**config.mk**
```make
export PLATFORM = sky130hd
export DESIGN_NAME = card_bus_command_decoder
export DESIGN_NICKNAME = d
export VERILOG_FILES = /design/src/logic/cmd_crc7.v /design/src/logic/data_fifo.v /design/src/logic/card_bus_command_decoder.v
export VERILOG_INCLUDE_DIRS = /design/src /design/src/logic
export SDC_FILE = /design/constraint.sdc
export NUM_CORES = 1
export LEC_CHECK = 0
export BUFFER_PORTS_ARGS = -buffer_cell sky130_fd_sc_hd__clkbuf_2
export CAP_MARGIN = 20
export CELL_PAD_IN_SITES_DETAIL_PLACEMENT = 1
export CELL_PAD_IN_SITES_GLOBAL_PLACEMENT = 2
export CORE_MARGIN = 3
export CORE_UTILIZATION = 40
export CTS_BUF_LIST = sky130_fd_sc_hd__clkbuf_8
export DETAILED_ROUTE_END_ITERATION = 8
export GPL_TIMING_DRIVEN = 0
export PLACE_DENSITY = 0.84
export RECOVER_POWER = 25
export SETUP_SLACK_MARGIN = 0.4
export SLEW_MARGIN = 0
export SYNTH_ARGS = -nofsm -noshare
export SYNTH_HDL_FRONTEND = slang
export SYNTH_HIERARCHICAL = 1
export SYNTH_SLANG_ARGS = --single-unit
```
**constraint.sdc**
```tcl
create_clock -name clk -period 12.87 [get_ports clk]
set_input_delay 0 -clock clk [delete_from_list [all_inputs] [get_ports clk]]
set_output_delay 0 -clock clk [all_outputs]
set_load 0.02 [all_outputs]
```
**src/logic/card_cmd_defs.vh**
```
`ifndef CARD_CMD_DEFS_VH
`define CARD_CMD_DEFS_VH
// card states
`define ST_IDLE 4'h0
`define ST_READY 4'h1
`define ST_IDENT 4'h2
`define ST_STBY 4'h3
`define ST_TRAN 4'h4
`define ST_DATA 4'h5
`define ST_RCV 4'h6
`define ST_PRG 4'h7
`define ST_DIS 4'h8
`define ST_INA 4'h9
// command indices
`define CMD_GO_IDLE 6'h00
`define CMD_OP_COND 6'h01
`define CMD_ALL_ID 6'h02
`define CMD_SET_ADDR 6'h03
`define CMD_SEL 6'h07
`define CMD_GET_CSD 6'h09
`define CMD_GET_ID 6'h0A
`define CMD_RD_STREAM 6'h0B
`define CMD_STOP 6'h0C
`define CMD_STATUS 6'h0D
`define CMD_INACTIVE 6'h0F
`define CMD_BLK_LEN 6'h10
`define CMD_RD_ONE 6'h11
`define CMD_RD_MULTI 6'h12
`define CMD_WR_STREAM 6'h14
// frame layout
`define FRAME_BITS 6'h30
`define LONG_BITS 8'h88
`define SHORT_BITS 8'h30
`define LONG_CODE 6'h3F
// status word fields
`define STAT_CRC_ERR 23
`define STAT_ILLEGAL 22
`define STAT_STATE_LSB 9
`define STAT_RDY_DATA 8
// reset values
`define RCA_RST 16'h0000
`define BLK_LEN_RST 32'h00000200
// timing, in link clock periods, and read buffer depth in entries
`define NCR_CLKS 4'h2
`define BUSY_CLKS 8'h08
`define FIFO_DEPTH 16
`endif

```
**src/logic/cmd_crc7.v**
```verilog
`timescale 1ns/10ps
module cmd_crc7 (
  input wire [39:0] msg,
  output reg [6:0] crc
);
  integer i;
  reg fb;
  always @* begin
    crc = 7'h00;
    fb = 1'b0;
    for (i = 39; i >= 0; i = i - 1) begin
      fb = msg[i] ^ crc[6];
      crc = {crc[5:0], 1'b0} ^ {3'h0, fb, 2'h0, fb};
    end
  end
endmodule

```
**src/logic/data_fifo.v**
```verilog
`timescale 1ns/10ps
module data_fifo #(
  parameter WIDTH = 8,
  parameter DEPTH = 16,
  parameter AW = 4
) (
  input wire clk,
  input wire nrst,
  input wire flush,
  input wire [WIDTH-1:0] in_data,
  input wire in_valid,
  output wire in_ready,
  output wire [WIDTH-1:0] out_data,
  output wire out_valid,
  input wire out_ready
);
  reg [WIDTH-1:0] mem_r [0:DEPTH-1];
  reg [AW:0] wp_r;
  reg [AW:0] rp_r;
  wire full = (wp_r[AW] != rp_r[AW]) && (wp_r[AW-1:0] == rp_r[AW-1:0]);
  wire empty = (wp_r == rp_r);
  wire push = in_valid && !full;
  wire pop = out_ready && !empty;
  assign in_ready = !full;
  assign out_valid = !empty;
  assign out_data = mem_r[rp_r[AW-1:0]];

  always @(posedge clk) begin
    if (push) begin
      mem_r[wp_r[AW-1:0]] <= in_data;
    end
  end

  always @(posedge clk or negedge nrst) begin
    if (!nrst) begin
      wp_r <= {(AW+1){1'b0}};
      rp_r <= {(AW+1){1'b0}};
    end else if (flush) begin
      wp_r <= {(AW+1){1'b0}};
      rp_r <= {(AW+1){1'b0}};
    end else begin
      if (push) begin
        wp_r <= wp_r + 1'b1;
      end
      if (pop) begin
        rp_r <= rp_r + 1'b1;
      end
    end
  end
endmodule

```
**src/logic/card_bus_command_decoder.v**
```verilog
`timescale 1ns/10ps
`include "card_cmd_defs.vh"
module card_bus_command_decoder (
  input wire clk,
  input wire nrst,
  input wire bus_clk,
  input wire cmd_in,
  output reg cmd_out,
  output reg cmd_oe,
  input wire dat_in,
  output reg dat_out,
  output reg dat_oe,
  input wire [31:0] ocr,
  input wire [127:0] cid,
  input wire [127:0] csd,
  input wire [7:0] rd_data,
  input wire rd_valid,
  output wire rd_ready,
  output reg [7:0] wr_data,
  output reg wr_valid,
  output reg [31:0] xfer_addr,
  output reg xfer_rd,
  output reg xfer_wr,
  output reg xfer_stop,
  output reg [3:0] card_state,
  output reg [15:0] rca,
  output reg [31:0] blk_len
);
  // ----------------------------------------
  // link sampling
  // ----------------------------------------
  reg [2:0] clk_s_r;
  reg [1:0] cmd_s_r;
  reg [1:0] dat_s_r;
  wire rise = clk_s_r[1] && !clk_s_r[2];
  wire fall = !clk_s_r[1] && clk_s_r[2];
  wire cmd_bit = cmd_s_r[1];
  wire dat_bit = dat_s_r[1];

  always @(posedge clk or negedge nrst) begin
    if (!nrst) begin
      clk_s_r <= 3'h0;
      cmd_s_r <= 2'h3;
      dat_s_r <= 2'h3;
    end else begin
      clk_s_r <= {clk_s_r[1:0], bus_clk};
      cmd_s_r <= {cmd_s_r[0], cmd_in};
      dat_s_r <= {dat_s_r[0], dat_in};
    end
  end

  // ----------------------------------------
  // frame check
  // ----------------------------------------
  localparam DP_IDLE = 2'h0;
  localparam DP_START = 2'h1;
  localparam DP_BYTE = 2'h2;
  localparam DP_END = 2'h3;

  reg [47:0] rx_r;
  reg [5:0] rx_cnt_r;
  reg [135:0] tx_r;
  reg [7:0] tx_left_r;
  reg [3:0] ncr_r;
  reg [7:0] busy_r;
  reg crc_err_r;
  reg illegal_r;
  reg [1:0] dph_r;
  reg [7:0] dsr_r;
  reg [2:0] dbit_r;
  reg [31:0] dcnt_r;
  reg stream_r;
  reg multi_r;
  reg flush_r;

  wire [47:0] frame = {rx_r[46:0], cmd_bit};
  wire [5:0] idx = frame[45:40];
  wire [31:0] arg = frame[39:8];
  wire [6:0] rx_crc;
  wire [6:0] tx_crc;
  wire frame_done = rise && rx_cnt_r == `FRAME_BITS - 6'h01;
  wire frame_ok = !frame[47] && frame[46] && frame[0];
  wire crc_ok = rx_crc == frame[7:1];
  wire rca_hit = arg[31:16] == rca;
  wire resp_busy = tx_left_r != 8'h00;
  wire link_idle = !resp_busy && busy_r == 8'h00;

  reg [31:0] status;
  always @* begin
    status = 32'h00000000;
    status[`STAT_CRC_ERR] = crc_err_r;
    status[`STAT_ILLEGAL] = illegal_r;
    status[`STAT_STATE_LSB+3:`STAT_STATE_LSB] = card_state;
    status[`STAT_RDY_DATA] = card_state == `ST_TRAN;
  end

  cmd_crc7 u_rx_crc (
    .msg(frame[47:8]),
    .crc(rx_crc)
  );
  cmd_crc7 u_tx_crc (
    .msg({2'b00, idx, status}),
    .crc(tx_crc)
  );

  // ----------------------------------------
  // read data buffer
  // ----------------------------------------
  wire [7:0] f_data;
  wire f_valid;
  wire rd_run = card_state == `ST_DATA && link_idle;
  wire f_pop = fall && rd_run && dph_r == DP_BYTE && dbit_r == 3'h0;

  data_fifo #(
    .WIDTH(8),
    .DEPTH(`FIFO_DEPTH),
    .AW(4)
  ) u_fifo (
    .clk(clk),
    .nrst(nrst),
    .flush(flush_r),
    .in_data(rd_data),
    .in_valid(rd_valid),
    .in_ready(rd_ready),
    .out_data(f_data),
    .out_valid(f_valid),
    .out_ready(f_pop)
  );

  // ----------------------------------------
  // command decode
  // ----------------------------------------
  // each accepted command picks the answer kind and the next state
  localparam RK_NONE = 2'h0;
  localparam RK_SHORT = 2'h1;
  localparam RK_LONG = 2'h2;
  localparam RK_OCR = 2'h3;

  reg [1:0] rk;
  reg [127:0] long_src;
  reg [3:0] nst;
  reg legal;
  reg go_rd;
  reg go_wr;
  reg stop;
  always @* begin
    rk = RK_NONE;
    long_src = cid;
    nst = card_state;
    legal = 1'b1;
    go_rd = 1'b0;
    go_wr = 1'b0;
    stop = 1'b0;
    case (idx)
      `CMD_GO_IDLE: begin
        nst = `ST_IDLE;
        stop = 1'b1;
      end
      `CMD_OP_COND: begin
        legal = card_state == `ST_IDLE;
        if (legal) begin
          rk = RK_OCR;
          nst = `ST_READY;
        end
      end
      `CMD_ALL_ID: begin
        legal = card_state == `ST_READY;
        if (legal) begin
          rk = RK_LONG;
          nst = `ST_IDENT;
        end
      end
      `CMD_SET_ADDR: begin
        legal = card_state == `ST_IDENT || card_state == `ST_STBY;
        if (legal) begin
          rk = RK_SHORT;
          nst = `ST_STBY;
        end
      end
      `CMD_SEL: begin
        if (rca_hit && arg[31:16] != 16'h0000) begin
          if (card_state == `ST_STBY) begin
            rk = RK_SHORT;
            nst = `ST_TRAN;
          end else if (card_state == `ST_DIS) begin
            rk = RK_SHORT;
            nst = `ST_PRG;
          end else begin
            legal = card_state == `ST_TRAN || card_state == `ST_DATA ||
              card_state == `ST_RCV || card_state == `ST_PRG;
          end
        end else begin
          if (card_state == `ST_TRAN || card_state == `ST_DATA ||
              card_state == `ST_RCV) begin
            nst = `ST_STBY;
            stop = 1'b1;
          end else if (card_state == `ST_PRG) begin
            nst = `ST_DIS;
          end
        end
      end
      `CMD_GET_CSD, `CMD_GET_ID: begin
        legal = card_state == `ST_STBY;
        if (legal && rca_hit) begin
          rk = RK_LONG;
          long_src = idx == `CMD_GET_CSD ? csd : cid;
        end
      end
      `CMD_RD_STREAM, `CMD_RD_ONE, `CMD_RD_MULTI: begin
        legal = card_state == `ST_TRAN ||
          (card_state == `ST_DATA && idx == `CMD_RD_MULTI);
        if (legal) begin
          rk = RK_SHORT;
          nst = `ST_DATA;
          go_rd = 1'b1;
        end
      end
      `CMD_STOP: begin
        legal = card_state == `ST_DATA || card_state == `ST_RCV;
        if (legal) begin
          rk = RK_SHORT;
          nst = card_state == `ST_RCV ? `ST_PRG : `ST_TRAN;
          stop = 1'b1;
        end
      end
      `CMD_STATUS: begin
        legal = card_state >= `ST_STBY && card_state <= `ST_DIS;
        if (legal && rca_hit) begin
          rk = RK_SHORT;
        end
      end
      `CMD_INACTIVE: begin
        legal = card_state >= `ST_STBY && card_state <= `ST_DIS;
        if (legal && rca_hit) begin
          nst = `ST_INA;
          stop = 1'b1;
        end
      end
      `CMD_BLK_LEN: begin
        legal = card_state == `ST_TRAN;
        if (legal) begin
          rk = RK_SHORT;
        end
      end
      `CMD_WR_STREAM: begin
        legal = card_state == `ST_TRAN;
        if (legal) begin
          rk = RK_SHORT;
          nst = `ST_RCV;
          go_wr = 1'b1;
        end
      end
      default: begin
        legal = 1'b0;
      end
    endcase
  end

  // ----------------------------------------
  // main sequencer
  // ----------------------------------------
  wire accept = frame_done && frame_ok && crc_ok && card_state != `ST_INA;

  always @(posedge clk or negedge nrst) begin
    if (!nrst) begin
      rx_r <= 48'h000000000000;
      rx_cnt_r <= 6'h00;
      tx_r <= {136{1'b1}};
      tx_left_r <= 8'h00;
      ncr_r <= 4'h0;
      busy_r <= 8'h00;
      crc_err_r <= 1'b0;
      illegal_r <= 1'b0;
      card_state <= `ST_IDLE;
      rca <= `RCA_RST;
      blk_len <= `BLK_LEN_RST;
      cmd_out <= 1'b1;
      cmd_oe <= 1'b0;
      dat_out <= 1'b1;
      dat_oe <= 1'b0;
      dph_r <= DP_IDLE;
      dsr_r <= 8'h00;
      dbit_r <= 3'h0;
      dcnt_r <= 32'h00000000;
      stream_r <= 1'b0;
      multi_r <= 1'b0;
      flush_r <= 1'b0;
      wr_data <= 8'h00;
      wr_valid <= 1'b0;
      xfer_addr <= 32'h00000000;
      xfer_rd <= 1'b0;
      xfer_wr <= 1'b0;
      xfer_stop <= 1'b0;
    end else begin
      wr_valid <= 1'b0;
      xfer_rd <= 1'b0;
      xfer_wr <= 1'b0;
      xfer_stop <= 1'b0;
      flush_r <= 1'b0;
      // receive: msb first, start bit opens a frame, only while quiet
      if (rise && !resp_busy) begin
        if (rx_cnt_r != 6'h00 || !cmd_bit) begin
          rx_r <= frame;
          rx_cnt_r <= frame_done ? 6'h00 : rx_cnt_r + 6'h01;
        end
      end
      if (frame_done && frame_ok && !crc_ok) begin
        crc_err_r <= 1'b1;
      end
      if (accept) begin
        card_state <= nst;
        if (!legal) begin
          illegal_r <= 1'b1;
        end
        if (rk != RK_NONE) begin
          ncr_r <= `NCR_CLKS;
          // flags clear once reported; a new error the same cycle wins
          if (rk == RK_SHORT) begin
            crc_err_r <= 1'b0;
            illegal_r <= !legal;
          end
        end
        case (rk)
          RK_SHORT: begin
            tx_r <= {2'b00, idx, status, tx_crc, 1'b1, 88'h0};
            tx_left_r <= `SHORT_BITS;
          end
          RK_OCR: begin
            tx_r <= {2'b00, `LONG_CODE, ocr, 7'h7F, 1'b1, 88'h0};
            tx_left_r <= `SHORT_BITS;
          end
          RK_LONG: begin
            tx_r <= {2'b00, `LONG_CODE, long_src[127:1], 1'b1};
            tx_left_r <= `LONG_BITS;
          end
          default: begin
            tx_left_r <= 8'h00;
          end
        endcase
        if (legal && idx == `CMD_SET_ADDR) begin
          rca <= arg[31:16];
        end
        if (legal && idx == `CMD_BLK_LEN) begin
          blk_len <= arg;
        end
        if (stop) begin
          dph_r <= DP_IDLE;
          dat_oe <= 1'b0;
          dat_out <= 1'b1;
          flush_r <= 1'b1;
          xfer_stop <= 1'b1;
          if (idx == `CMD_STOP && card_state == `ST_RCV) begin
            busy_r <= `BUSY_CLKS;
          end
        end
        if (go_rd || go_wr) begin
          xfer_addr <= arg;
          xfer_rd <= go_rd;
          xfer_wr <= go_wr;
          stream_r <= idx == `CMD_RD_STREAM;
          multi_r <= idx == `CMD_RD_MULTI;
          dph_r <= go_rd ? DP_START : DP_IDLE;
          dcnt_r <= 32'h00000000;
          dbit_r <= 3'h0;
          dat_oe <= 1'b0;
          flush_r <= go_rd;
        end
      end
      // response: wait the turnaround, then shift out msb first
      if (fall && resp_busy) begin
        if (ncr_r != 4'h0) begin
          ncr_r <= ncr_r - 4'h1;
        end else begin
          cmd_oe <= 1'b1;
          cmd_out <= tx_r[135];
          tx_r <= {tx_r[134:0], 1'b1};
          tx_left_r <= tx_left_r - 8'h01;
        end
      end else if (fall) begin
        cmd_oe <= 1'b0;
        cmd_out <= 1'b1;
      end
      // busy after a stopped write, then back to transfer
      if (fall && !resp_busy && busy_r != 8'h00) begin
        dat_oe <= 1'b1;
        dat_out <= 1'b0;
        busy_r <= busy_r - 8'h01;
      end else if (fall && !resp_busy && card_state == `ST_PRG && !accept) begin
        dat_oe <= 1'b0;
        dat_out <= 1'b1;
        card_state <= `ST_TRAN;
      end
      // read data: start bit, bytes msb first, end bit per block
      if (fall && rd_run && !accept) begin
        case (dph_r)
          DP_START: begin
            dat_oe <= 1'b1;
            dat_out <= 1'b0;
            dph_r <= DP_BYTE;
            dbit_r <= 3'h0;
          end
          DP_BYTE: begin
            // an empty buffer stalls the line high mid-block
            if (dbit_r == 3'h0) begin
              dat_out <= f_valid ? f_data[7] : 1'b1;
              if (f_valid) begin
                dsr_r <= {f_data[6:0], 1'b0};
                dbit_r <= 3'h1;
              end
            end else begin
              dat_out <= dsr_r[7];
              dsr_r <= {dsr_r[6:0], 1'b0};
              dbit_r <= dbit_r + 3'h1;
              if (dbit_r == 3'h7) begin
                dcnt_r <= dcnt_r + 32'h00000001;
                if (!stream_r && dcnt_r + 32'h00000001 == blk_len) begin
                  dph_r <= DP_END;
                end
              end
            end
          end
          DP_END: begin
            dat_out <= 1'b1;
            dcnt_r <= 32'h00000000;
            if (multi_r) begin
              dph_r <= DP_START;
            end else begin
              dph_r <= DP_IDLE;
              card_state <= `ST_TRAN;
            end
          end
          default: begin
            dat_oe <= 1'b0;
          end
        endcase
      end
      // a finished single block lets go of the line one period after its end bit
      if (fall && card_state == `ST_TRAN && !accept) begin
        dat_oe <= 1'b0;
        dat_out <= 1'b1;
      end
      // write stream: wait for start bit, assemble bytes
      if (rise && card_state == `ST_RCV && !resp_busy && !accept) begin
        if (dph_r == DP_IDLE) begin
          if (!dat_bit) begin
            dph_r <= DP_BYTE;
            dbit_r <= 3'h0;
          end
        end else begin
          dsr_r <= {dsr_r[6:0], dat_bit};
          dbit_r <= dbit_r + 3'h1;
          if (dbit_r == 3'h7) begin
            wr_data <= {dsr_r[6:0], dat_bit};
            wr_valid <= 1'b1;
          end
        end
      end
    end
  end
endmodule

```
---- After elaboration in Yosys (flattened, before gate mapping) ----
Memories as Yosys holds them, arrays and structs flattened.
Index checks and enable logic that the tools add are counted.
operators by class
  muxes and demuxes ....................... 146
  equal/unequal tests ..................... 38
  reductions and logical operators ........ 87
  magnitude comparators ................... 2
  bitwise logic cells ..................... 126
  add/subtract/negate cells ............... 8
operators with widths
  cell                                           number
  bitwise XOR 7 x 4 -> 7 bit                     74
  2-to-1 mux 136 bit                             3
  one-hot mux 136 bit (3 select lines)           1
  2-to-1 mux 128 bit                             3
  2-to-1 mux 32 bit                              5
  2-to-1 mux 8 bit                               13
  2-to-1 mux 4 bit                               22
  one-hot mux 32 bit (2 select lines)            1
  2-to-1 mux 1 bit                               62
  bitwise XOR 1 bit                              47
  logical AND 1 bit                              38
  == test 6 x 4 -> 1 bit, second input constant  6
  one-hot mux 4 bit (9 select lines)             1
  adder 32 x 1 -> 32 bit, second input constant  1
  == test 32 bit                                 1
  2-to-1 mux 2 bit                               14
  == test 6 x 5 -> 1 bit, second input constant  4
  2-to-1 mux 3 bit                               8
  2-to-1 mux 5 bit                               4
  one-hot mux 2 bit (9 select lines)             1
  == test 16 bit                                 1
  == test 4 x 3 -> 1 bit, second input constant  4
  one-hot mux 8 bit (2 select lines)             1
  nonzero test 16 bit                            1
  other kinds (48)                               91
storage, ports and cells
  input port bits ......................... 302
  memories kept ........................... 1
  output and inout bits ................... 101
  bits in writable memories ............... 128
  bits in registers ....................... 376
memory list
  name          words  width  rd ports  clocked after memory_dff  wr ports  RTL line        RTL
  u_fifo.mem_r  16     8      1         0                         1         data_fifo.v:17  reg [WIDTH-1:0] mem_r [0:DEPTH-1];

---- Logic depth before layout (Yosys ltp) ----
Gate-level depths: netlist (run 1).
  word-level depth ........................ 88
  gate-level depth with buffers ........... 16

---- By module ----
The synthesis (run 1) kept the hierarchy.
by module, submodules not included
  module                    sequential area each (sq um)  area an instance (sq um)  cells each  instances
  card_bus_command_decoder  9,337.7                       20,768.7                  2,206       1
  data_fifo                 4,093.9                       5,746.8                   329         1
  cmd_crc7                  0.0                           939.7                     69          2

---- Worst setup path before layout (run 1) ----
Ideal clock, no wire load.
  path kind ............................... flip-flop to flip-flop
  from .................................... register rx_r[42]
  to ...................................... register dcnt_r[28]
  slack ................................... 8.395 ns
  data required time ...................... 12.749 ns
  cell stages (with the launch flop) ...... 17
  data arrival time ....................... 4.354 ns
  setup time .............................. 0.121 ns
  buffers on the path ..................... 3
  path through ............................ dfrtp_1 > xnor3_2 > xnor2_2 > xnor3_2 > xnor2_2 > xnor3_1 > buf_4 > xor2_1 > nor4_1 > and4_1 > clkbuf_1 > o21a_1 > buf_2 > nor2_1 > o21ai_0 > o21ai_0 > a22o_1
between the ends
  cells in the longest elaborated chain, start to end .. 53
ends and longest elaborated chain
  item                                                                    RTL line                        RTL
  start: declaration                                                      card_bus_command_decoder.v:60   reg [47:0] rx_r;
  start signal: assignment                                                card_bus_command_decoder.v:303  rx_r <= frame;
  bitwise XOR 1 bit *                                                     cmd_crc7.v:12                   fb = msg[i] ^ crc[6];
  bitwise XOR 7 x 4 -> 7 bit * (4 in a row)                               cmd_crc7.v:13                   crc = {crc[5:0], 1'b0} ^ {3'h0, fb, 2'h0, fb};
  bitwise XOR 1 bit / bitwise XOR 7 x 4 -> 7 bit (equally long branches)  cmd_crc7.v:12, cmd_crc7.v:13
  bitwise XOR 7 x 4 -> 7 bit * (4 in a row)                               cmd_crc7.v:13
  bitwise XOR 1 bit / bitwise XOR 7 x 4 -> 7 bit (equally long branches)  cmd_crc7.v:12, cmd_crc7.v:13
  bitwise XOR 7 x 4 -> 7 bit * (4 in a row)                               cmd_crc7.v:13
  bitwise XOR 1 bit / bitwise XOR 7 x 4 -> 7 bit (equally long branches)  cmd_crc7.v:12, cmd_crc7.v:13
  bitwise XOR 7 x 4 -> 7 bit * (4 in a row)                               cmd_crc7.v:13
  [... 24 more ...]                                                       --
  net u_rx_crc.fb                                                         cmd_crc7.v:7                    reg fb;
  [... 1 more ...]                                                        --
  net rx_crc[0]                                                           card_bus_command_decoder.v:79   wire [6:0] rx_crc;
  == test 7 bit *                                                         card_bus_command_decoder.v:83   wire crc_ok = rx_crc == frame[7:1];
  logical AND 1 bit *                                                     card_bus_command_decoder.v:262  wire accept = frame_done && frame_ok && crc_ok && card_state != `ST_INA;
  logical AND 1 bit (no source line) *                                    --
  2-to-1 mux 32 bit                                                       card_bus_command_decoder.v:310  if (accept) begin
  2-to-1 mux 32 bit                                                       card_bus_command_decoder.v:414  if (dbit_r == 3'h7) begin
  2-to-1 mux 32 bit                                                       card_bus_command_decoder.v:404  if (dbit_r == 3'h0) begin
  one-hot mux 32 bit (2 select lines)                                     card_bus_command_decoder.v:395  case (dph_r)
  2-to-1 mux 32 bit *                                                     card_bus_command_decoder.v:394  if (fall && rd_run && !accept) begin
  end signal: assignment                                                  card_bus_command_decoder.v:415  dcnt_r <= dcnt_r + 32'h00000001;
  end: declaration                                                        card_bus_command_decoder.v:71   reg [31:0] dcnt_r;
Mark *: on every way through the listed nets, which the timed path passes. The rest lies on a longest branch.
A chain may end at the register's enable or synchronous reset.

---- Final worst setup path (run 1) ----
  from .................................... register rx_r[42]
  to ...................................... register xfer_addr[25]
between the ends
  cells in the longest elaborated chain, start to end .. 49
ends and longest elaborated chain
  item                                                                    RTL line                        RTL
  bitwise XOR 1 bit *                                                     cmd_crc7.v:12
  bitwise XOR 7 x 4 -> 7 bit * (4 in a row)                               cmd_crc7.v:13
  bitwise XOR 1 bit / bitwise XOR 7 x 4 -> 7 bit (equally long branches)  cmd_crc7.v:12, cmd_crc7.v:13
  bitwise XOR 7 x 4 -> 7 bit * (4 in a row)                               cmd_crc7.v:13
  bitwise XOR 1 bit / bitwise XOR 7 x 4 -> 7 bit (equally long branches)  cmd_crc7.v:12, cmd_crc7.v:13
  bitwise XOR 7 x 4 -> 7 bit * (4 in a row)                               cmd_crc7.v:13
  bitwise XOR 1 bit / bitwise XOR 7 x 4 -> 7 bit (equally long branches)  cmd_crc7.v:12, cmd_crc7.v:13
  bitwise XOR 7 x 4 -> 7 bit * (4 in a row)                               cmd_crc7.v:13
  [... 23 more ...]                                                       --
  bitwise XOR 1 bit *                                                     cmd_crc7.v:12
  net u_rx_crc.fb                                                         cmd_crc7.v:7
  bitwise XOR 7 x 4 -> 7 bit *                                            cmd_crc7.v:13
  net rx_crc[0]                                                           card_bus_command_decoder.v:79
  == test 7 bit *                                                         card_bus_command_decoder.v:83
  logical AND 1 bit *                                                     card_bus_command_decoder.v:262
  logical AND 1 bit (no source line) *                                    --
  AND reduction 2 bit (no source line) *                                  --
  end signal: assignment                                                  card_bus_command_decoder.v:357  xfer_addr <= arg;
  end: declaration                                                        card_bus_command_decoder.v:21   output reg [31:0] xfer_addr,
Marked as above.

==> impl_metrics.yaml, run 1 <==
setup_path:
  r2r_end: "xfer_addr[25]"
  crit_required_ps: 13440
  arrival_ps: 6590
  path_class: "flip-flop to flip-flop"
  endpoint_kind: "flip-flop"
  r2r_slack_ps: 6860
  worst_setup_path_start_kind: "flip-flop"
  worstPathMaxFanout: 12
  worstReg2RegStart: "rx_r[42]"
  reg2regPathDepth: 16
placed_design:
  place_congestion: 0.924
  port-buffer-count: 400
  dp_hpwl_um: 73400
flow_run:
  maxCapViolations: 1
route:
  wl_met2_um: 51600
  antenna_left: 0
  post_drt_wl_per_cell_um: 23.3
  route.vias.total: 25200
  drc_errors: 0
  top_layer_used: "met5"
  wl_met1_um: 44200
  wirelength_um: 105000
  viasPerCell: 5.61
  drt_pre_antenna_iters: 5
  wl_met3_um: 5090
  drtIter0Drc: 1566
timing:
  final_hold_viol_count: 0
  rsz0062_at_grt: "no"
  skew_ps: 44.7
  slew_viol_final: 78
  timing.final.crit_share_pct: 46.7
  finalSetupViolations: 0
  final.setup.tns_ps: 0
  finalCriticalPeriod_ps: 6010
  hold_ws_ps: 221
  fmax_ghz: 0.166
  relSlewSlack_pct: -214
  worst_pin_slew_ps: 4710
clock_network:
  clk_pin_slew_worst_paths_ps: 60
  h-tree-depth: 3
  cts_max_path_buffers: 3
  insertion_delay_ps: 690
  tritoncts: "yes"
  cts_buffers: 89
  ctsResizeCount: 0
  clock_tree.root_cell: "clkbuf_8"
  cts_sinks: 504
layout:
  nets: 3800
  area_growth_pct: 28.0
  final_cell_mix: "463 x nand2_1, 328 x clkbuf_2, 272 x dlygate4sd3_1, 233 x dfrtp_1, 178 x clkbuf_1"
  final_common_cell: "nand2_1"
  drive_gt1_share_pct: 23.1
logic_synthesis:
  synth_mux_area_share_pct: 10.2
  async_reset_ff_share_pct: 74.6
  yosysSeqAreaShare_pct: 47.3
  synthAdderAreaFrac_pct: 0.837
  synthSimpleGateAreaFrac_pct: 16.1
  synth-seq-cells: 504
  syn_area_sq_um: 28400
  synth_top_family_by_area: "simple AND/OR/NAND/NOR gates"
  yosysWarningCount: 6
  syn_inst: 2673
  synth_compound_area_share_pct: 13.0
  synth-edff-count: 128
  synthXorXnorAreaFrac_pct: 9.10
  ys_types: 95
  synthFlopType: "dfrtp_1"
  avgSynthCellArea_sq_um: 10.6
run_status:
  status: "finished with violations"
  violations: "max-capacitance violations, max-slew violations"
power:
  powerDensity_nw_per_um2: 110
  max-vdd-ir-drop_uv: 90.8
  power.leakage_uw: 0.0159
floorplanning:
  die_area_sq_um: 74200
  initial_core_util_pct: 40.5
  dieWidth_um: 272
  fp.coreArea_sq_um: 70100
  placementRows: 97
  io-pin-count: 403
  dieHeight_um: 272
global_route:
  grt_pass1_wl_um: 161000
  antenna_found_initial: 14
  grt_max_degree: 103
  grt_overflow: 0
  grt_pass1_vias: 27400
  grt_usage_pct: 27.8
worst_hold_path:
  hp-class: "primary input to flip-flop"
  min_to: "tx_r[53]"
  hold_depth: 5
  hold_start: "csd[53]"
[per-layer routing]
metal  track usage [%]  up-vias
met2              46.6      693
li1                  -    11300
met4              11.0        6
met3              4.90      250
met1              35.7    13000
met5                 0        -
[layout make-up]
type	count	area [sq um]
clock inverters	53	360
multi-input cells	1986	14100
inverters	35	131
repair buffers	679	4760
diodes	11	27.5
flip-flops and latches	504	13400
fillers	7874	33800
well taps	940	1180
plain buffers	184	866
clock buffers	107	1470
[cells in the mapped netlist, drive strengths merged, types with 37 or more instances]
cell       n  area share (%)
buf       79             1.6
mux2i    133             4.7
a2bb2oi   88             2.7
a21oi     69             1.2
edfxtp   128              14
clkbuf   105             1.4
nor2     106             1.4
mux2      93             4.2
dfstp    143              13
dfrtp    233              21
xor2      69             2.1
o21ai    120             2.1
nand2    463             6.1
nor3      40            0.72
xnor2    100             3.2
nand3    136             2.4
a22oi     37            0.98
[kinds of logic (layout without fill, tap and decap cells)]
family / count (synthesis) / in the layout
and+or+nand+nor: 962 / 962
AOI/OAI and AO/OA: 511 / 511
DFF: 504 / 504
muxes: 242 / 242
buffers and inverters: 219 / 1058
xor gates and xnor gates: 215 / 215
adders and majority gates: 19 / 19
other: 1 / 48
[worst max-delay path by stage]
stage | slack [ps] | start | cells past startpoint | end
after floorplan | 8390 | rx_r[42] | 16 | dcnt_r[28]
after global placement | 3240 | nrst | 1 | wr_data[4]
after detailed placement | 6840 | rx_r[42] | 15 | xfer_addr[30]
after CTS | 6820 | rx_r[42] | 15 | stream_r
after global routing | 6530 | rx_r[42] | 16 | stream_r
final | 6860 | rx_r[42] | 16 | xfer_addr[25]
[where the power goes]
part	switching, uW	internal [uW]	leakage [uW]
logic	314	341	0.00898
registers	70.9	1720	0.00587
clock network	727	825	0.00103
[per-stage QoR]
step                      std cells  utilization [%]  area [sq um]  worst slack (ps)  total power [uW]
after global routing           4499             51.8         36300              6530              4170
after detailed placement       4053             45.4         31800              6840              2410
after CTS                      4485             51.8         36400              6820              4030
final                          4499             51.8         36300              6860              4000
after global placement         4049             45.2         31700              3240              2380
after floorplan                2709                -         28500              8390              2200
[what timing repair did]
item	4_1_cts	5_1_grt
endpoints found under the hold margin	375	0
buffers inserted	0	0
hold buffers	272	0
[critical path: stages, from the launching register on]
cell and delay (ps):
dfrtp_1 790, xnor3_2 400, xnor2_2 220, xnor3_2 510, xnor2_2 270, xnor3_1 440, buf_4 140, xor2_1 130
nor4_1 640, and4_1 300, clkbuf_1 510, o21ai_1 400, buf_4 290, clkbuf_1 280, buf_1 370, nand2_1 160
nand2_1 60
[registers in the layout (all words and copies together) (netlist names), 16 cells and up]
| name | flops |
|---|---|
| rx_r | 47 |
| xfer_addr | 32 |
| rca | 16 |
| u_fifo/mem_r | 128 |
| tx_r | 136 |
| dcnt_r | 32 |
| blk_len | 32 |
(Power assumes the default switching activity.)
==> run 2: changes to the inputs <==
- CORE_UTILIZATION: 40 -> 35
- PLACE_DENSITY: 0.84 -> 0.78
- clock period: 12.87 -> 5.4 ns (I/O delays scaled with it)
==> run 2 against run 1 <==
Net effect: the flow still finishes with violations (max-capacitance violations, max-slew violations); clock skew rose by 2.1 ps; worst hold slack improved by 0.77 ps; cell area rose by 1.1%.
==> impl_metrics.yaml, run 2 (synthesis gave the netlist of run 1 again) <==
setup_path:
  endpoint_kind: "flip-flop"
  crit_chain: "xor2_1, xor3_1, xor3_1, xnor2_1, xnor3_1, xor2_1, nor4_4, and4_1, clkbuf_4, o21ai_2, clkbuf_1, a21oi_1, a21oi_1"
  path_class: "flip-flop to flip-flop"
  worst_setup_path_start_kind: "flip-flop"
  cpLargestDelayFamily: "XOR/XNOR gates"
  arrival_ps: 5330
  cp-startpoint: "rx_r[44]"
  worstPathMaxFanout: 10
  crit_required_ps: 5940
  slowest_delay_ps: 580
  crit_slowest_cell: "dfrtp_2"
  crit_buf_inv: 2
  worstReg2RegStart: "rx_r[44]"
layout:
  final_cell_mix: "462 x nand2_1, 397 x clkbuf_2, 270 x dlygate4sd3_1, 221 x dfrtp_1, 142 x dfstp_2"
  top_register: "tx_r"
  regArea_sq_um: 13400
  final_common_cell: "nand2_1"
  largest_reg_flops: 136
  area_growth_pct: 29.4
  fin_util_pct: 46.1
  drive_gt1_share_pct: 25.8
  fillers: 9017
  multiInputGateArea_sq_um: 14200
  nets: 3810
global_route:
  busiest_layer: "met2"
  antenna_found_initial: 5
  grt_overflow: 0
  grt_max_degree: 111
  grt_usage_pct: 24.1
  grt_pass1_vias: 27000
  use_met1_pct: 30.8
  met2_usage_pct: 41.4
  grt_pass1_wl_um: 160000
  grt_util_met3_pct: 4.01
route:
  viasPerCell: 5.37
  drc_errors: 0
  drt_pre_antenna_iters: 5
  drtIter0Drc: 1483
  route.vias.total: 24800
  post_drt_wl_per_cell_um: 22.7
  antenna_left: 0
  wirelength_um: 105000
power:
  power.leakage_uw: 0.0163
  max-vdd-ir-drop_uv: 236
  powerDensity_nw_per_um2: 263
run_status:
  status: "finished with violations"
  violations: "max-capacitance violations, max-slew violations"
timing:
  final_hold_viol_count: 0
  finalSetupViolations: 0
  skew_ps: 46.8
  slew_viol_final: 82
  finalCriticalPeriod_ps: 4800
  rsz0062_at_grt: "no"
  setup_ws_ps: 603
  worst_pin_slew_ps: 3620
  timing.final.crit_share_pct: 88.8
  relSlewSlack_pct: -142
  fmax_ghz: 0.208
floorplanning:
  initial_core_util_pct: 35.7
  io-pin-count: 403
  dieWidth_um: 291
  fp.coreArea_sq_um: 79600
  dieHeight_um: 291
  die_area_sq_um: 84600
  placementRows: 103
worst_hold_path:
  hp-class: "primary input to flip-flop"
  hold_start: "csd[11]"
clock_network:
  tritoncts: "yes"
  h-tree-depth: 3
  cts_sinks: 504
  cts_max_path_buffers: 3
  clk_pin_slew_worst_paths_ps: 60
  clock_tree.root_cell: "clkbuf_8"
  insertion_delay_ps: 720
  cts_buffers: 93
flow_run:
  maxCapViolations: 2
placed_design:
  port-buffer-count: 400
  pre_cts_slack_ps: -651
  dp_hpwl_um: 75800
  place_congestion: 0.911
run 2: worst paths after layout:
| kind | to | slack (ps) | cells past startpoint |
|---|---|---|---|
| worst min register to register | dat_s_r[1] | 360 | 0 |
| worst max-delay path | dcnt_r[23] | 600 | 13 |
| max in group asynchronous | clk_s_r[1] | 1530 | 5 |
| worst max register to register | dcnt_r[23] | 600 | 13 |
| worst min-delay path | tx_r[11] | 220 | 5 |
| min in group asynchronous | tx_r[94] | 2200 | 2 |
run 2: worst min-delay path: cells and delay by family:
kind	cells	cell delay (ps)
simple gates	1	70
buf+inv	2	640
mux	1	60
compound gates	1	130
run 2: per-layer routing:
metal,wire [um],vias to the layer above
met5,0,-
li1,-,11400
met2,52500,588
met3,4400,196
met1,44700,12700
met4,3250,0
run 2: final cells by class:
type	instances	area share, %
Clock inverter	59	0.892
Buffer	184	2.39
Inverter	35	0.357
Clock buffer	115	4.31
Timing Repair Buffer	685	13.2
Multi-Input combinational cell	1986	38.6
Antenna cell	6	0.0409
Tap cell	1050	3.57
Sequential cell	504	36.6
run 2: what timing repair did:
item                                    in CTS  in global routing
pin swaps                                    1                  3
cloned                                       0                  0
hold buffers                               271                  0
resized for setup                           15                 19
setup buffers                                3                  5
endpoints found under the setup margin     299                101
hold endpoints to repair                   438                  0
run 2: stage by stage:
stage	setup TNS [ps]	instance area (sq um)	hold slack [ps]	power (uW)	instances
6_report	0	36700	222	9650	4624
5_1_grt	0	36700	208	10100	4623
4_1_cts	0	36700	130	9770	4612
3_5_place_dp	-61850	32000	72.4	5770	4164
3_3_place_gp	-1216930	31800	87.4	5680	4159
2_1_floorplan	0	28500	-296	5230	2709
run 2: power breakdown:
| part | internal, uW | total (uW) | switching [uW] |
|---|---|---|---|
| Clock | 1990 | 3770 | 1770 |
| Combinational | 830 | 1600 | 774 |
| Sequential | 4110 | 4280 | 176 |
| Total | 6930 | 9650 | 2720 |
==> run 3: changes to the inputs <==
- ABC_AREA: not set -> 1
- CORE_UTILIZATION: 35 -> 31
==> run 3 against run 2 <==
Net effect: the run still ends with max-capacitance violations, max-slew violations left; routed wire length up 11%; synthesized cell count grew 52%; worst hold slack lost 93 ps; critical path type unchanged; largest cell class unchanged; highest routed layer is now met5.
==> impl_metrics.yaml, run 3 <==
timing:
  setup_ws_ps: 879
  finalCriticalPeriod_ps: 4520
  rsz0062_at_grt: "no"
  timing.final.crit_share_pct: 83.7
  skew_ps: 61.8
  final.setup.tns_ps: 0
  relSlewSlack_pct: -124
  final_hold_viol_count: 0
  worst_pin_slew_ps: 3360
  fmax_ghz: 0.221
  finalSetupViolations: 0
  slew_viol_final: 199
setup_path:
  crit_required_ps: 5960
  crit_buf_inv: 5
  worst_setup_path_start_kind: "flip-flop"
  reg2regPathDepth: 30
  crit_top_cell: "nand2_1"
  path_class: "flip-flop to flip-flop"
  arrival_ps: 5080
  crit_slowest_cell: "dfrtp_2"
  worstPathMaxFanout: 10
  cpLargestDelayFamily: "simple AND/OR/NAND/NOR gates"
  cp_num_cells: 30
  slowest_delay_ps: 470
  endpoint_kind: "flip-flop"
worst_hold_path:
  hp-class: "primary input to flip-flop"
  hold_depth: 6
clock_network:
  insertion_delay_ps: 760
  cts_max_path_buffers: 3
  h-tree-depth: 3
  tritoncts: "yes"
  cts_sinks: 504
  clock_tree.root_cell: "clkbuf_8"
  cts_buffers: 94
  clk_pin_slew_worst_paths_ps: 60
logic_synthesis:
  yosysWarningCount: 6
  async_reset_ff_share_pct: 74.6
  synth_top_cell_area_share_pct: 19.7
  yosysSeqAreaShare_pct: 45.2
  synth_common_cells: "1564 x nand2_1, 316 x inv_1, 309 x nor2_1, 268 x o21ai_0, 242 x nand3_1"
  syn_area_sq_um: 29700
  avgSynthCellArea_sq_um: 7.34
  synth-edff-count: 128
  synth.most_common_cell: "nand2_1"
  ys_types: 60
  syn_inst: 4053
  synthFlopType: "dfrtp_1"
  synth_area_leaders: "nand2_1 20%, dfrtp_1 20%, edfxtp_1 13%"
  synth-seq-cells: 504
  yosysTopAreaCell: "nand2_1"
route:
  antenna_left: 0
  drt_pre_antenna_iters: 5
  drc_errors: 0
  viasPerCell: 4.84
  route.vias.total: 30300
  wirelength_um: 116000
  post_drt_wl_per_cell_um: 18.5
  drtIter0Drc: 1620
layout:
  final_common_cell: "nand2_1"
  nets: 5240
  largest_reg_flops: 136
  drive_gt1_share_pct: 20.1
  fin_cells: 6255
  area_growth_pct: 30.0
  fin_area_sq_um: 38700
  top_register: "tx_r"
  final_cell_mix: "1562 x nand2_1, 400 x clkbuf_2, 350 x inv_1, 307 x nor2_1, 271 x dlygate4sd3_1"
floorplanning:
  fp.coreArea_sq_um: 94200
  placementRows: 112
  dieHeight_um: 316
  die_area_sq_um: 99700
  initial_core_util_pct: 31.6
  dieWidth_um: 316
  io-pin-count: 403
flow_run:
  maxCapViolations: 3
power:
  max-vdd-ir-drop_uv: 144
  power.leakage_uw: 0.0188
  total_power_uw: 9750
  powerDensity_nw_per_um2: 252
global_route:
  grt_overflow: 0
  grt_max_degree: 103
  grt_pass1_wl_um: 177000
  antenna_found_initial: 2
  grt_pass1_vias: 31100
  grt_usage_pct: 22.6
placed_design:
  pre_cts_slack_ps: 195
  placed_cells: 5786
  place_congestion: 0.852
  placed_area_sq_um: 33700
  dp_hpwl_um: 87800
  port-buffer-count: 400
run_status:
  violations: "max-capacitance violations, max-slew violations"
  status: "finished with violations"
run 3: changes by cell type after synthesis, moves of 53 or more:
cell,before,now
a2bb2oi_1,88,0
a31oi_1,11,95
inv_1,33,316
mux2_2,53,0
mux2i_1,133,0
nand2_1,463,1564
nand2_2,0,93
nand3_1,136,242
nor2_1,106,309
o21ai_0,116,268
xnor2_1,94,35
run 3: metrics by stage:
stage / hold WS, ps / utilization (%)
after floorplan: -296 / -
after global placement: 92.0 / 35.6
after detailed placement: 31.5 / 35.8
after CTS: 58.4 / 40.9
after global routing: 122 / 41.0
final: 129 / 41.0
run 3: final timing paths:
check	start	to	slack (ps)
hold reg to reg	clk_s_r[0]	clk_s_r[1]	350
setup / recovery	rx_r[44]	dcnt_r[11]	880
min in group asynchronous	nrst	rx_r[29]	1360
hold / removal	cid[25]	tx_r[25]	130
max in group asynchronous	nrst	tx_r[71]	1410
setup reg to reg	rx_r[44]	dcnt_r[11]	880
run 3: cell families (layout without fill, tap and decap cells):
family	after synthesis	after routing	synth area share, %
simple gates	2362	2362	33.5
compound gates	555	555	10.7
buf+inv	541	1422	7.53
flops	504	504	45.2
xor+xnor	71	71	2.29
fa+ha+maj	19	19	0.800
other cells	1	68	0.0126
run 3: report_power, final:
group          internal (uW)  switching (uW)  leakage (uW)  total, uW
registers               4090             120       0.00586       4210
clock network           2160            1780       0.00115       3940
logic                    642             959        0.0118       1600
total                   6890            2860        0.0188       9750
run 3: timing repair:
item / 4_1_cts / 5_1_grt
setup buffers: 0 / 19
endpoints found under the hold margin: 455 / 0
gates resized for setup: 7 / 41
pin swaps: 1 / 3
hold buffers: 272 / 0
setup endpoints to repair: 101 / 282
run 3: final cells by class:
cell class,instances,area (sq um)
inverter,369,1400
buffer,172,885
antenna,2,5.00
clock inverter,66,474
sequential,504,13400
clock buffer,110,1510
tap,1254,1570
timing repair buffer,705,4990
multi-input combinational,3073,14400
fill,11900,55500
run 3: per-layer routing:
layer,vias to the layer above,part of all wire [%],GRT usage [%]
li1,14800,-,-
met1,14800,45,30.3
met2,480,49,38.7
met3,145,3.3,2.78
met4,2,1.9,5.40
met5,-,0.011,0
run 3: worst min-delay path, stage by stage:
cell           delay, ps
clkbuf_2              80
nand2_1               60
nand2_1               50
dlygate4sd3_1        540
nand2_1               80
a31oi_1               80
